===== config.mk =====
export PLATFORM = sky130hd
export DESIGN_NAME = isd_core
export DESIGN_NICKNAME = d
export VERILOG_FILES = /design/src/include/isd_pkg.sv /design/src/isd_core.sv
export SDC_FILE = /design/constraint.sdc
export NUM_CORES = 1
export LEC_CHECK = 0
export ABC_CLOCK_PERIOD_IN_PS = 5800
export BUFFER_PORTS_ARGS = -buffer_cell sky130_fd_sc_hd__buf_2
export CELL_PAD_IN_SITES_DETAIL_PLACEMENT = 0
export CELL_PAD_IN_SITES_GLOBAL_PLACEMENT = 1
export CORE_ASPECT_RATIO = 0.6
export CORE_MARGIN = 5
export CORE_UTILIZATION = 45
export CTS_CLUSTER_SIZE = 40
export DETAILED_ROUTE_END_ITERATION = 7
export PLACE_DENSITY_LB_ADDON = 0.1
export SLEW_MARGIN = 20
export SYNTH_ARGS = -nofsm -noshare
export SYNTH_HDL_FRONTEND = slang
export SYNTH_SLANG_ARGS = --single-unit

===== constraint.sdc =====
create_clock -name aclk -period 5.8 [get_ports aclk]
set_clock_uncertainty 0.2 [all_clocks]
set_input_delay 0 -clock aclk [delete_from_list [all_inputs] [get_ports aclk]]
set_output_delay 0 -clock aclk [all_outputs]
set_load 0.05 [all_outputs]

===== src/include/isd_pkg.sv =====
// Purpose: Shared constants and types of the instruction set decoder.
// Assumes: A 14-bit instruction word and an 8-bit data path.
// Notes: The core state is one packed struct registered as a whole.
`default_nettype none
package isd_pkg;
  localparam int unsigned PC_W = 11;
  localparam int unsigned STK_N = 8;
  localparam int unsigned STK_W = 3;
  typedef logic [PC_W-1:0] pc_t;
  localparam pc_t PC_STEP = 11'h001;
  localparam logic [STK_W-1:0] STK_STEP = 3'h1;
  // Instruction classes in the top two bits.
  localparam logic [1:0] CLS_BYTE = 2'h0;
  localparam logic [1:0] CLS_BIT = 2'h1;
  localparam logic [1:0] CLS_JUMP = 2'h2;
  localparam logic [1:0] CLS_LIT = 2'h3;
  // Byte-oriented operation codes.
  localparam logic [3:0] MOVE_TO_FILE_OP = 4'h0;
  localparam logic [3:0] CLEAR_OP = 4'h1;
  localparam logic [3:0] FILE_MINUS_OP = 4'h2;
  localparam logic [3:0] FILE_DEC_OP = 4'h3;
  localparam logic [3:0] FILE_OR_OP = 4'h4;
  localparam logic [3:0] FILE_AND_OP = 4'h5;
  localparam logic [3:0] FILE_XOR_OP = 4'h6;
  localparam logic [3:0] FILE_SUM_OP = 4'h7;
  localparam logic [3:0] FILE_MOVE_OP = 4'h8;
  localparam logic [3:0] FILE_INVERT_OP = 4'h9;
  localparam logic [3:0] FILE_INC_OP = 4'hA;
  localparam logic [3:0] DEC_SKIP_ZERO_OP = 4'hB;
  localparam logic [3:0] ROTATE_DOWN_OP = 4'hC;
  localparam logic [3:0] ROTATE_UP_OP = 4'hD;
  localparam logic [3:0] FILE_SWAP_OP = 4'hE;
  localparam logic [3:0] INC_SKIP_ZERO_OP = 4'hF;
  // Bit-oriented operation codes.
  localparam logic [1:0] BIT_CLEAR_OP = 2'h0;
  localparam logic [1:0] BIT_SET_OP = 2'h1;
  localparam logic [1:0] BIT_TEST_SKIP_LOW_OP = 2'h2;
  localparam logic [1:0] BIT_TEST_SKIP_HIGH_OP = 2'h3;
  // Literal operation codes.
  localparam logic [1:0] IMMEDIATE_MOVE_OP = 2'h0;
  localparam logic [1:0] RETURN_IMMEDIATE_OP = 2'h1;
  localparam logic [3:0] IMMEDIATE_OR_OP = 4'h8;
  localparam logic [3:0] IMMEDIATE_AND_OP = 4'h9;
  localparam logic [3:0] IMMEDIATE_XOR_OP = 4'hA;
  localparam logic [2:0] IMMEDIATE_MINUS_OP = 3'h6;
  localparam logic [2:0] IMMEDIATE_SUM_OP = 3'h7;
  // Fixed control words.
  localparam logic [13:0] CTL_NOP = 14'h0000;
  localparam logic [13:0] CTL_RETURN = 14'h0008;
  localparam logic [13:0] CTL_RETURN_INT = 14'h0009;
  localparam logic [13:0] CTL_STANDBY = 14'h0063;
  localparam logic [13:0] CTL_WDT_CLEAR = 14'h0064;
  // Register bus word indices, taken from byte address bits 3:2.
  localparam logic [1:0] IDX_CTRL = 2'h0;
  localparam logic [1:0] IDX_STATUS = 2'h1;
  localparam logic [1:0] IDX_INSTR = 2'h2;
  localparam int unsigned CTRL_RUN = 0;
  localparam int unsigned CTRL_PRESC_TIMER = 1;
  localparam int unsigned CTRL_WAKE = 2;
  localparam int unsigned STS_CARRY = 8;
  localparam int unsigned STS_NIBBLE = 9;
  localparam int unsigned STS_ZERO = 10;
  localparam int unsigned STS_WDT = 11;
  localparam int unsigned STS_PD = 12;
  localparam int unsigned STS_STANDBY = 13;
  localparam int unsigned STS_PC_LSB = 16;
  localparam logic [1:0] AXI_OKAY = 2'h0;
  localparam logic [1:0] AXI_DECERR = 2'h3;
  typedef enum logic [1:0] {
    ST_HALT = 2'b00,
    ST_FETCH = 2'b01,
    ST_EXEC = 2'b10,
    ST_STANDBY = 2'b11
  } isd_core_st_t;
  typedef struct packed {
    logic arith_overflow;
    logic nibble_overflow;
    logic null_result;
    logic watchdog_expiry;
    logic power_down;
  } isd_flags_t;
  typedef struct packed {
    isd_core_st_t st;
    pc_t pc;
    logic [13:0] instr;
    logic nop;
    logic [7:0] acc;
    isd_flags_t flg;
    logic [STK_N-1:0][PC_W-1:0] stk;
    logic [STK_W-1:0] sp;
    logic [6:0] rf_addr;
    logic [7:0] rf_wdata;
    logic rf_we;
    logic presc_clr;
    logic [7:0] pin1;
    logic [7:0] pin2;
    logic run;
    logic presc_sel;
    logic awrdy;
    logic wrdy;
    logic awgot;
    logic wgot;
    logic [1:0] awidx;
    logic [2:0] wbits;
    logic wstrb0;
    logic bvalid;
    logic [1:0] bresp;
    logic arrdy;
    logic rvalid;
    logic [31:0] rdata;
    logic [1:0] rresp;
  } isd_state_t;
endpackage
`default_nettype wire


===== src/isd_core.sv =====
// Purpose: Fetches, decodes and executes 14-bit instruction words.
// Assumes: Program memory and data file answer combinationally.
// Notes: One instruction cycle is a fetch clock and an execute clock.
`timescale 1ns/1ps
`default_nettype none
module isd_core
  import isd_pkg::*;
#(
  parameter logic [6:0] PORT_ADDR = 7'h06,
  parameter logic [6:0] TIMER_ADDR = 7'h01
) (
  input wire logic aclk, // Core clock.
  input wire logic aresetn, // Synchronous reset, active low.
  input wire logic ce, // Clock enable, freezes all state.
  output logic [PC_W-1:0] pm_addr_o, // Program memory address.
  input wire logic [13:0] pm_data_i, // Instruction word at that address.
  output logic [6:0] rf_addr_o, // Data file address.
  input wire logic [7:0] rf_rdata_i, // Data file read value.
  output logic [7:0] rf_wdata_o, // Data file write value.
  output logic rf_we_o, // Data file write pulse.
  input wire logic [7:0] pins_i, // Port pin levels, asynchronous.
  output logic presc_clr_o, // Prescaler clear pulse.
  input wire logic [3:0] s_axi_awaddr, // Write address.
  input wire logic s_axi_awvalid, // Write address valid.
  output logic s_axi_awready, // Write address ready.
  input wire logic [31:0] s_axi_wdata, // Write data.
  input wire logic [3:0] s_axi_wstrb, // Write byte strobes.
  input wire logic s_axi_wvalid, // Write data valid.
  output logic s_axi_wready, // Write data ready.
  output logic [1:0] s_axi_bresp, // Write response.
  output logic s_axi_bvalid, // Write response valid.
  input wire logic s_axi_bready, // Write response ready.
  input wire logic [3:0] s_axi_araddr, // Read address.
  input wire logic s_axi_arvalid, // Read address valid.
  output logic s_axi_arready, // Read address ready.
  output logic [31:0] s_axi_rdata, // Read data.
  output logic [1:0] s_axi_rresp, // Read response.
  output logic s_axi_rvalid, // Read data valid.
  input wire logic s_axi_rready // Read data ready.
);
  isd_state_t s_q;
  isd_state_t s_d;
  localparam isd_state_t RESET_ST = '0;

  // Working values of the execute step and of the bus slave.
  logic [13:0] ins;
  logic [7:0] src;
  logic [7:0] opnd;
  logic [7:0] res;
  logic [8:0] sum_add;
  logic [8:0] sum_sub;
  logic [4:0] nib_add;
  logic [4:0] nib_sub;
  logic to_file;
  logic to_acc;
  logic set_z;
  logic skip;
  logic jump;
  logic [STK_W-1:0] sp_dn;
  logic [31:0] rd;
  logic wake;

  // Next state: bus slave first, then the core sequencer.
  always_comb begin
    s_d = s_q;
    s_d.rf_we = 1'b0;
    s_d.presc_clr = 1'b0;
    ins = s_q.instr;
    res = 8'h00;
    to_file = 1'b0;
    to_acc = 1'b0;
    set_z = 1'b0;
    skip = 1'b0;
    jump = 1'b0;
    wake = 1'b0;
    rd = 32'h0000_0000;
    sp_dn = s_q.sp - STK_STEP;
    // The first stage feeds only the second one.
    s_d.pin1 = pins_i;
    s_d.pin2 = s_q.pin1;
    src = (s_q.rf_addr == PORT_ADDR) ? s_q.pin2 : rf_rdata_i;
    opnd = (ins[13:12] == CLS_LIT) ? ins[7:0] : src;
    sum_add = {1'b0, opnd} + {1'b0, s_q.acc};
    sum_sub = {1'b0, opnd} + {1'b0, ~s_q.acc} + 9'h001;
    nib_add = {1'b0, opnd[3:0]} + {1'b0, s_q.acc[3:0]};
    nib_sub = {1'b0, opnd[3:0]} + {1'b0, ~s_q.acc[3:0]} + 5'h01;

    // Write channel: address and data are taken in either order.
    if (s_q.bvalid && s_axi_bready) begin
      s_d.bvalid = 1'b0;
    end
    if (s_axi_awvalid && s_q.awrdy) begin
      s_d.awgot = 1'b1;
      s_d.awidx = s_axi_awaddr[3:2];
    end
    if (s_axi_wvalid && s_q.wrdy) begin
      s_d.wgot = 1'b1;
      s_d.wbits = s_axi_wdata[2:0];
      s_d.wstrb0 = s_axi_wstrb[0];
    end
    if (s_d.awgot && s_d.wgot && !s_q.bvalid) begin
      s_d.awgot = 1'b0;
      s_d.wgot = 1'b0;
      s_d.bvalid = 1'b1;
      s_d.bresp = AXI_OKAY;
      if (s_d.awidx == IDX_CTRL) begin
        if (s_d.wstrb0) begin
          s_d.run = s_d.wbits[CTRL_RUN];
          s_d.presc_sel = s_d.wbits[CTRL_PRESC_TIMER];
          wake = s_d.wbits[CTRL_WAKE];
        end
      end else if (s_d.awidx != IDX_STATUS && s_d.awidx != IDX_INSTR) begin
        s_d.bresp = AXI_DECERR;
      end
    end
    // Read channel: one read in flight, answered the next cycle.
    if (s_q.rvalid && s_axi_rready) begin
      s_d.rvalid = 1'b0;
    end
    if (s_axi_arvalid && s_q.arrdy) begin
      s_d.rvalid = 1'b1;
      s_d.rresp = AXI_OKAY;
      case (s_axi_araddr[3:2])
        IDX_CTRL: begin
          rd[CTRL_RUN] = s_q.run;
          rd[CTRL_PRESC_TIMER] = s_q.presc_sel;
        end
        IDX_STATUS: begin
          rd[7:0] = s_q.acc;
          rd[STS_CARRY] = s_q.flg.arith_overflow;
          rd[STS_NIBBLE] = s_q.flg.nibble_overflow;
          rd[STS_ZERO] = s_q.flg.null_result;
          rd[STS_WDT] = s_q.flg.watchdog_expiry;
          rd[STS_PD] = s_q.flg.power_down;
          rd[STS_STANDBY] = (s_q.st == ST_STANDBY);
          rd[STS_PC_LSB +: PC_W] = s_q.pc;
        end
        IDX_INSTR: begin
          rd[13:0] = s_q.instr;
        end
        default: begin
          s_d.rresp = AXI_DECERR;
        end
      endcase
      s_d.rdata = rd;
    end

    // Core sequencer.
    case (s_q.st)
      ST_HALT: begin
        if (s_q.run) begin
          s_d.st = ST_FETCH;
        end
      end
      ST_FETCH: begin
        s_d.st = ST_EXEC;
        if (s_q.nop) begin
          s_d.nop = 1'b0;
          s_d.instr = CTL_NOP;
        end else begin
          s_d.instr = pm_data_i;
          s_d.rf_addr = pm_data_i[6:0];
          s_d.pc = s_q.pc + PC_STEP;
        end
      end
      ST_EXEC: begin
        s_d.st = s_q.run ? ST_FETCH : ST_HALT;
        case (ins[13:12])
          CLS_BYTE: begin
            if (ins[11:7] == 5'h00) begin
              if (ins == CTL_RETURN || ins == CTL_RETURN_INT) begin
                s_d.sp = sp_dn;
                s_d.pc = s_q.stk[sp_dn];
                jump = 1'b1;
              end else if (ins == CTL_WDT_CLEAR) begin
                s_d.flg.watchdog_expiry = 1'b1;
                s_d.flg.power_down = 1'b1;
              end else if (ins == CTL_STANDBY) begin
                s_d.flg.watchdog_expiry = 1'b1;
                s_d.flg.power_down = 1'b0;
                s_d.st = ST_STANDBY;
              end
            end else begin
              to_file = ins[7];
              to_acc = !ins[7];
              case (ins[11:8])
                MOVE_TO_FILE_OP: res = s_q.acc;
                CLEAR_OP: begin
                  res = 8'h00;
                  set_z = 1'b1;
                end
                FILE_MINUS_OP: begin
                  res = sum_sub[7:0];
                  s_d.flg.arith_overflow = sum_sub[8];
                  s_d.flg.nibble_overflow = nib_sub[4];
                  set_z = 1'b1;
                end
                FILE_DEC_OP: begin
                  res = src - 8'h01;
                  set_z = 1'b1;
                end
                FILE_OR_OP: begin
                  res = src | s_q.acc;
                  set_z = 1'b1;
                end
                FILE_AND_OP: begin
                  res = src & s_q.acc;
                  set_z = 1'b1;
                end
                FILE_XOR_OP: begin
                  res = src ^ s_q.acc;
                  set_z = 1'b1;
                end
                FILE_SUM_OP: begin
                  res = sum_add[7:0];
                  s_d.flg.arith_overflow = sum_add[8];
                  s_d.flg.nibble_overflow = nib_add[4];
                  set_z = 1'b1;
                end
                FILE_MOVE_OP: begin
                  res = src;
                  set_z = 1'b1;
                end
                FILE_INVERT_OP: begin
                  res = ~src;
                  set_z = 1'b1;
                end
                FILE_INC_OP: begin
                  res = src + 8'h01;
                  set_z = 1'b1;
                end
                DEC_SKIP_ZERO_OP: begin
                  res = src - 8'h01;
                  skip = (res == 8'h00);
                end
                ROTATE_DOWN_OP: begin
                  res = {s_q.flg.arith_overflow, src[7:1]};
                  s_d.flg.arith_overflow = src[0];
                end
                ROTATE_UP_OP: begin
                  res = {src[6:0], s_q.flg.arith_overflow};
                  s_d.flg.arith_overflow = src[7];
                end
                FILE_SWAP_OP: res = {src[3:0], src[7:4]};
                INC_SKIP_ZERO_OP: begin
                  res = src + 8'h01;
                  skip = (res == 8'h00);
                end
                default: res = src;
              endcase
            end
          end
          CLS_BIT: begin
            res = src;
            case (ins[11:10])
              BIT_CLEAR_OP: begin
                res[ins[9:7]] = 1'b0;
                to_file = 1'b1;
              end
              BIT_SET_OP: begin
                res[ins[9:7]] = 1'b1;
                to_file = 1'b1;
              end
              BIT_TEST_SKIP_LOW_OP: skip = !src[ins[9:7]];
              BIT_TEST_SKIP_HIGH_OP: skip = src[ins[9:7]];
              default: skip = 1'b0;
            endcase
          end
          CLS_JUMP: begin
            if (!ins[11]) begin
              s_d.stk[s_q.sp] = s_q.pc;
              s_d.sp = s_q.sp + STK_STEP;
            end
            s_d.pc = ins[10:0];
            jump = 1'b1;
          end
          CLS_LIT: begin
            if (ins[11:10] == IMMEDIATE_MOVE_OP) begin
              s_d.acc = ins[7:0];
            end else if (ins[11:10] == RETURN_IMMEDIATE_OP) begin
              s_d.acc = ins[7:0];
              s_d.sp = sp_dn;
              s_d.pc = s_q.stk[sp_dn];
              jump = 1'b1;
            end else if (ins[11:9] == IMMEDIATE_SUM_OP) begin
              res = sum_add[7:0];
              s_d.flg.arith_overflow = sum_add[8];
              s_d.flg.nibble_overflow = nib_add[4];
              set_z = 1'b1;
              to_acc = 1'b1;
            end else if (ins[11:9] == IMMEDIATE_MINUS_OP) begin
              res = sum_sub[7:0];
              s_d.flg.arith_overflow = sum_sub[8];
              s_d.flg.nibble_overflow = nib_sub[4];
              set_z = 1'b1;
              to_acc = 1'b1;
            end else begin
              case (ins[11:8])
                IMMEDIATE_OR_OP: res = ins[7:0] | s_q.acc;
                IMMEDIATE_AND_OP: res = ins[7:0] & s_q.acc;
                IMMEDIATE_XOR_OP: res = ins[7:0] ^ s_q.acc;
                default: res = s_q.acc;
              endcase
              set_z = 1'b1;
              to_acc = 1'b1;
            end
          end
          default: res = 8'h00;
        endcase
        if (set_z) begin
          s_d.flg.null_result = (res == 8'h00);
        end
        if (to_acc) begin
          s_d.acc = res;
        end
        if (to_file) begin
          s_d.rf_we = 1'b1;
          s_d.rf_wdata = res;
          if (s_q.rf_addr == TIMER_ADDR && s_q.presc_sel) begin
            s_d.presc_clr = 1'b1;
          end
        end
        if (skip) begin
          s_d.pc = s_q.pc + PC_STEP;
        end
        s_d.nop = skip || jump;
      end
      ST_STANDBY: begin
        // Only a wake write brings the core back; no clock is stopped.
        s_d.st = ST_STANDBY;
      end
      default: s_d.st = ST_HALT;
    endcase

    // A wake write is seen as it commits, since both halves clear then.
    if (wake && s_q.st == ST_STANDBY) begin
      s_d.st = ST_HALT;
    end
    s_d.awrdy = !s_d.awgot && !s_d.bvalid;
    s_d.wrdy = !s_d.wgot && !s_d.bvalid;
    s_d.arrdy = !s_d.rvalid;
  end

  // All state moves together and holds while the enable is low.
  always_ff @(posedge aclk) begin
    if (!aresetn) begin
      s_q <= RESET_ST;
    end else if (ce) begin
      s_q <= s_d;
    end
  end

  // Every output is a field of the registered state.
  assign pm_addr_o = s_q.pc;
  assign rf_addr_o = s_q.rf_addr;
  assign rf_wdata_o = s_q.rf_wdata;
  assign rf_we_o = s_q.rf_we;
  assign presc_clr_o = s_q.presc_clr;
  assign s_axi_awready = s_q.awrdy;
  assign s_axi_wready = s_q.wrdy;
  assign s_axi_bresp = s_q.bresp;
  assign s_axi_bvalid = s_q.bvalid;
  assign s_axi_arready = s_q.arrdy;
  assign s_axi_rdata = s_q.rdata;
  assign s_axi_rresp = s_q.rresp;
  assign s_axi_rvalid = s_q.rvalid;
endmodule
`default_nettype wire


==> flow_summary_export.csv, run 1 <==
group,metric,value,unit
global_routing,track_usage,0.2741,
cts,htreeDepth,1,
detailed_routing,wl_per_cell,23.13,um
timing,max_slew_margin,0.3145,
yosys,synth-async-reset-ratio,0,
detailed_routing,wirelength,49790,um
die,die_x,235.7,um
detailed_routing,drc_errors,0,
global_routing,grt_max_degree,126,
yosys,ys_ff_latch,207,
yosys,synthCells,1698,
timing,worst_slack,0.4782,ns
layout,final_area,0.01545,sq mm
worst_setup_path,cp-end-kind,"register",
yosys,yosys_warnings,0,
detailed_routing,ant_nets,0,
yosys,ys_types,88,
place,pre_cts_ws,0.7060,ns
layout,area_delta_synth_final,12.34,%
global_routing,antenna_found_initial,0,
detailed_routing,drtIter0Drc,1754,
timing,setup-violations-final,0,
die,dieHeight,145.4,um
place,place_area,0.01415,sq mm
die,core,0.03004,sq mm
global_routing,grt_pass1_wl,74720,um
timing,fin_tns_setup,0,ns
timing,period_needed,5.322,ns
worst_setup_path,max_stage_delay,0.86,ns
die,dieArea,0.03427,sq mm
cts,cts_tree,"built",
place,gp_congestion,0.9859,
cts,clk_pin_slew,0.07,ns
timing,final_max_slew_viol_count,0,
timing,rsz0062_at_grt,"no",
worst_setup_path,critPathKind,"register to register",
worst_setup_path,worst_ep_arrival_time,5.53,ns
die,io_pins,151,
timing,finalCritPeriodShare,0.9176,
timing,max_freq,187.9,MHz
job,max-cap-violations,0,
place,port_buffers,107,
layout,diodes,0,
worst_setup_path,start_kind,"register",
worst_setup_path,cp.required,6.01,ns
die,initial_core_util,0.4577,
global_routing,grt_pass1_vias,11910,
yosys,synthFlopType,"dfxtp_1",
run_status,status,"finished clean",
yosys,syn_avg_cell_area,8.097,sq um
power_and_ir_drop,p_leak,6.263,nW
cts,root_buffer,"clkbuf_16",
cts,clock_latency,0.53,ns
layout,final_common_cell,"nor2_1",
worst_setup_path,cp_max_fo,14,
worst_setup_path,cp_cell_sequence,"nor4_4 -> buf_4 -> nand3_1 -> and2_1 -> inv_1 -> nor2_1 -> a21oi_1 -> inv_1 -> ha_1 -> inv_1 -> fa_1 -> nor2_1 -> a21oi_1 -> xnor2_1 -> a22oi_1 -> a22oi_1 -> and3_1 -> a221oi_1 -> nor2_1 -> a41o_1",
yosys,synth_area,0.01375,sq mm
place,dpl.hpwl,36220,um
timing,hold_violations,0,
yosys,ys_seq_area_frac,0.3014,
global_routing,grt_overflow_total,0,
die,std_cell_rows,49,
detailed_routing,vias,13080,
cts,cts_max_path_buffers,3,
cts,numCtsBuffers,22,
layout,nNetsFinal,1874,
layout,layout-drive-gt1-share,0.1410,
detailed_routing,first_pass_iters,6,
worst_hold_path,hold_path_class,"input pin to register",
timing,tightestPinTransition,1.028,ns
power_and_ir_drop,vdd.ir_drop.worst,161.5,uV
detailed_routing,viasPerCell,6.076,
cts,cts_num_sinks,207,
worst_setup_path,slowest_stage,"a221oi_1",
power_and_ir_drop,power.density,204.2,mW/mm^2
yosys,synth_enable_flop_cells,0,
layout,final_cell_mix,"nor2_1, dfxtp_1, mux2i_1",
critical path, delay by kind of cell, from the launching register on:
kind	cells	cell delay, ns
AND/OR/NAND/NOR	7	1.63
flip-flops	1	0.36
buffers and inverters	4	0.64
AO/OA/AOI/OAI	6	1.76
adder cells (fa/ha/maj)	2	0.50
XOR/XNOR	1	0.11
logic make-up (layout without fill, tap and decap cells):
group | count (synthesis) | in the layout | synth area share
xor gates and xnor gates | 17 | 17 | 0.01083
adders and majority gates | 64 | 64 | 0.05915
AOI/OAI and AO/OA | 382 | 382 | 0.1778
buffers and inverters | 257 | 298 | 0.08800
muxes | 189 | 189 | 0.1677
other | 1 | 7 | 0.0002727
and+or+nand+nor | 581 | 581 | 0.1948
DFF | 207 | 207 | 0.3014
power by group:
group | internal [W] | switching [W] | leakage, nW
Clock | 0.000844 | 0.000611 | 0.374
Sequential | 0.00143 | 0.0000121 | 1.67
Combinational | 0.0000924 | 0.000164 | 4.22
worst paths after layout:
path                                             startpoint                      endpoint  slack (ns)  depth (start not counted)
worst min register to register  s_axi_rdata[7]$_SDFFE_PN0P_   s_axi_rdata[7]$_SDFFE_PN0P_        0.25                          2
worst min-delay path                        s_axi_araddr[2]  s_axi_rdata[17]$_SDFFE_PN0P_        0.08                          5
worst max-delay path              rf_addr_o[3]$_SDFFE_PN0P_         s_q[177]$_SDFFE_PN0P_        0.48                         20
worst max register to register    rf_addr_o[3]$_SDFFE_PN0P_         s_q[177]$_SDFFE_PN0P_        0.48                         20
per-stage QoR:
step | power (W) | cells | hold slack [ns] | utilization
global placement | 0.001691 | 2058 | 0.03322 | 0.4707
detailed placement | 0.001693 | 2058 | 0.04383 | 0.4709
floorplan | 0.001622 | 1704 | -0.05606 | -
global route | 0.003263 | 2153 | 0.08469 | 0.5142
CTS | 0.003178 | 2153 | 0.04520 | 0.5142
finish | 0.003154 | 2153 | 0.07749 | 0.5142
cell usage after synthesis (all sizes together) (10+ instances only):
master  number  area, sq um
mux2i      152         1521
a22o        12        105.1
buf         90        583.1
mux4        32        724.4
a31oi       15        93.84
nor2b       10        62.56
xnor2       12        105.1
nor3b       13        97.59
and3        10        62.56
nor2       240        903.4
a211oi      14        105.1
nand3       67        335.3
o22ai       24        150.1
a22oi       11        82.58
ha          61        763.2
clkbuf     111        416.7
o21ai       60        304.0
dfxtp      207         4144
o211ai      15        112.6
nor4        10        77.57
nand2      135        514.2
inv         55        206.4
nand2b      16        100.1
nor3        28        140.1
a21oi      148        744.5
registers in the layout, indices dropped and copies added (netlist names), 7 cells and up:
register     count
rf_addr_o        7
rf_wdata_o       8
pm_addr_o       11
s_axi_rdata     25
s_d              8
ins             14
s_q            125
layer usage:
layer | part of all wire | global-route usage | vias to the layer above
met5 | 0 | 0 | -
met4 | 0.014 | 0.04350 | 0
met3 | 0.13 | 0.1070 | 62
met2 | 0.37 | 0.3419 | 738
met1 | 0.49 | 0.4393 | 6223
li1 | - | - | 6059
layout make-up:
class / instances / area [sq um]
Clock buffer: 27 / 609.3
Clock inverter: 13 / 138.9
Fill cell: 2899 / 14600
Inverter: 56 / 215.2
Multi-Input combinational cell: 1240 / 8439
Sequential cell: 207 / 4146
Tap cell: 408 / 510.5
Timing Repair Buffer: 202 / 1386
what timing repair did:
action                                  in CTS  in global routing
endpoints found under the setup margin       0                  0
resized for setup                            0                  0
setup buffers                                0                  0
hold buffers                                55                  0
hold endpoints to repair                    97                  0
No activity file was read; power rests on OpenSTA's default activity.
==> inputs of run 2 (changes only) <==
--- a/config.mk
+++ b/config.mk
@@ -11,7 +11,7 @@
 export CELL_PAD_IN_SITES_GLOBAL_PLACEMENT = 1
 export CORE_ASPECT_RATIO = 0.6
 export CORE_MARGIN = 5
-export CORE_UTILIZATION = 45
+export CORE_UTILIZATION = 41
 export CTS_CLUSTER_SIZE = 40
 export DETAILED_ROUTE_END_ITERATION = 7
 export PLACE_DENSITY_LB_ADDON = 0.1
==> run 2 against run 1 <==
  * Global-route usage fell by 1.2 points
  * Die area rose by 9.2%
  * Sequential power barely moved
  * Register-to-register slack got worse by 0.05 ns
  * Highest routed layer is now met5
==> flow_summary_export.csv, run 2 (same netlist as run 1, synthesis figures left out) <==
group,metric,value,unit
worst_setup_path,cp-end-kind,"register",
detailed_routing,drc_errors,0,
place,port_buffers,107,
timing,tightestPinTransition,1.040,ns
cts,post_cts_resized,0,
die,initial_core_util,0.4200,
layout,final_common_cell,"nor2_1",
worst_setup_path,rr_endpoint,"s_q[177]$_SDFFE_PN0P_",
worst_setup_path,start_kind,"register",
worst_setup_path,cp_max_fo,12,
worst_hold_path,hold_path_depth,7,
layout,final_cell_mix,"nor2_1, dfxtp_1, mux2i_1",
worst_setup_path,timing.rr.start,"rf_addr_o[3]$_SDFFE_PN0P_",
place,dpl.hpwl,38120,um
worst_setup_path,cp.required,6.01,ns
global_routing,track_usage,0.2618,
detailed_routing,first_pass_iters,7,
timing,fin_tns_setup,0,ns
place,place_area,0.01425,sq mm
global_routing,grt_pass1_wl,76860,um
cts,numCtsBuffers,22,
detailed_routing,viasPerCell,5.912,
layout,largest_register_ffs,125,
run_status,status,"finished clean",
cts,cts_num_sinks,207,
cts,postCtsHoldBufs,54,
job,max-cap-violations,0,
cts,clk_pin_slew,0.07,ns
layout,diodes,0,
cts,cts_max_path_buffers,3,
timing,rsz0062_at_grt,"no",
cts,htreeDepth,1,
detailed_routing,wirelength,51580,um
worst_setup_path,reg2reg_depth,16,
worst_hold_path,hp-start,"s_axi_araddr[2]",
layout,final_area,0.01547,sq mm
layout,max_flop_register,"s_q",
timing,period_needed,5.371,ns
worst_setup_path,r2r_setup_slack,0.43,ns
timing,final_max_slew_viol_count,0,
detailed_routing,wl_per_cell,23.48,um
worst_setup_path,cp_num_buf_inv,1,
cts,cts_tree,"built",
layout,area_delta_synth_final,12.51,%
worst_setup_path,worst_ep_arrival_time,5.58,ns
power_and_ir_drop,vdd.ir_drop.worst,187.6,uV
cts,post_cts.repair.setup_buffers,0,
timing,hold_violations,0,
timing,finalCritPeriodShare,0.9261,
die,std_cell_rows,51,
worst_setup_path,cp_top_family,"compound AO/OA/AOI/OAI gates",
timing,setup-violations-final,0,
timing,max_slew_margin,0.3040,
die,io_pins,151,
detailed_routing,drtIter0Drc,1436,
power_and_ir_drop,power.density,198.6,mW/mm^2
worst_hold_path,whs_endpoint,"s_axi_rdata[0]$_SDFFE_PN0P_",
global_routing,grt_max_degree,82,
die,die_x,246.4,um
die,dieHeight,151.9,um
cts,root_buffer,"clkbuf_16",
layout,nNetsFinal,1878,
worst_setup_path,slowest_stage,"or4_4",
worst_setup_path,max_stage_delay,0.64,ns
global_routing,grt_overflow_total,0,
layout,layout-drive-gt1-share,0.1397,
cts,clock_latency,0.54,ns
global_routing,antenna_found_initial,0,
worst_setup_path,critPathKind,"register to register",
detailed_routing,ant_nets,0,
worst_setup_path,cp_cell_sequence,"or4_4 -> o21ai_0 -> and2_1 -> inv_1 -> nor2_1 -> a21oi_1 -> ha_1 -> a21o_1 -> a21o_1 -> o221ai_1 -> a32oi_1 -> o2111ai_1 -> o221ai_1 -> a21oi_1 -> nor2_1 -> a41o_1",
detailed_routing,vias,12990,
die,core,0.03274,sq mm
place,gp_congestion,0.9659,
timing,max_freq,186.2,MHz
worst_hold_path,hold_path_class,"input pin to register",
die,dieArea,0.03742,sq mm
global_routing,grt_pass1_vias,11880,
power_and_ir_drop,p_leak,6.237,nW
==> run 2: worst max path at each step <==
stage,startpoint,to,slack (ns),depth (start not counted)
2_1_floorplan,rf_addr_o[3]$_SDFFE_PN0P_,s_q[177]$_SDFFE_PN0P_,1.27,21
3_3_place_gp,rf_addr_o[3]$_SDFFE_PN0P_,s_q[177]$_SDFFE_PN0P_,0.70,19
3_5_place_dp,rf_addr_o[3]$_SDFFE_PN0P_,s_q[177]$_SDFFE_PN0P_,0.72,19
4_1_cts,rf_addr_o[3]$_SDFFE_PN0P_,s_q[177]$_SDFFE_PN0P_,0.66,19
5_1_grt,rf_addr_o[3]$_SDFFE_PN0P_,s_q[187]$_SDFFE_PN0P_,0.32,17
6_report,rf_addr_o[3]$_SDFFE_PN0P_,s_q[177]$_SDFFE_PN0P_,0.43,16
==> run 2: stage by stage <==
step | hold slack (ns) | util | instances | total power, W | setup WS [ns]
2_1_floorplan | -0.05606 | - | 1704 | 0.001622 | 1.269
3_3_place_gp | 0.03639 | 0.4350 | 2105 | 0.001693 | 0.7013
3_5_place_dp | 0.04147 | 0.4352 | 2105 | 0.001692 | 0.7176
4_1_cts | 0.03004 | 0.4725 | 2197 | 0.003093 | 0.6576
5_1_grt | 0.09892 | 0.4726 | 2197 | 0.003182 | 0.3211
6_report | 0.04909 | 0.4726 | 2197 | 0.003072 | 0.4288
==> run 2: tightest hold or removal path, delay by kind of cell <==
family,cells,cell delay (ns)
compound gates,2,0.15
buf+inv,2,0.21
fa+ha+maj,1,0.19
simple gates,2,0.21
==> run 2: metal layers <==
layer / up-vias / GRT usage / share of wire
li1: 6079 / - / -
met1: 6235 / 0.4346 / 0.51
met2: 617 / 0.3206 / 0.36
met3: 56 / 0.08748 / 0.11
met4: 2 / 0.03451 / 0.014
met5: - / 0.02046 / 0.0021
==> run 2: power breakdown <==
part           switching (W)  total (W)  internal (W)  leakage, nW
clock network       0.000598    0.00137      0.000776        0.326
logic               0.000162   0.000255     0.0000930         4.24
registers          0.0000113    0.00144       0.00143         1.67
==> run 2: area by class of cell <==
type                            instances  area [sq um]
Clock buffer                           33         611.8
Clock inverter                          5         67.56
Fill cell                            3292         17270
Inverter                               56         215.2
Multi-Input combinational cell       1240          8452
Sequential cell                       207          4146
Tap cell                              450         563.0
Timing Repair Buffer                  206          1414
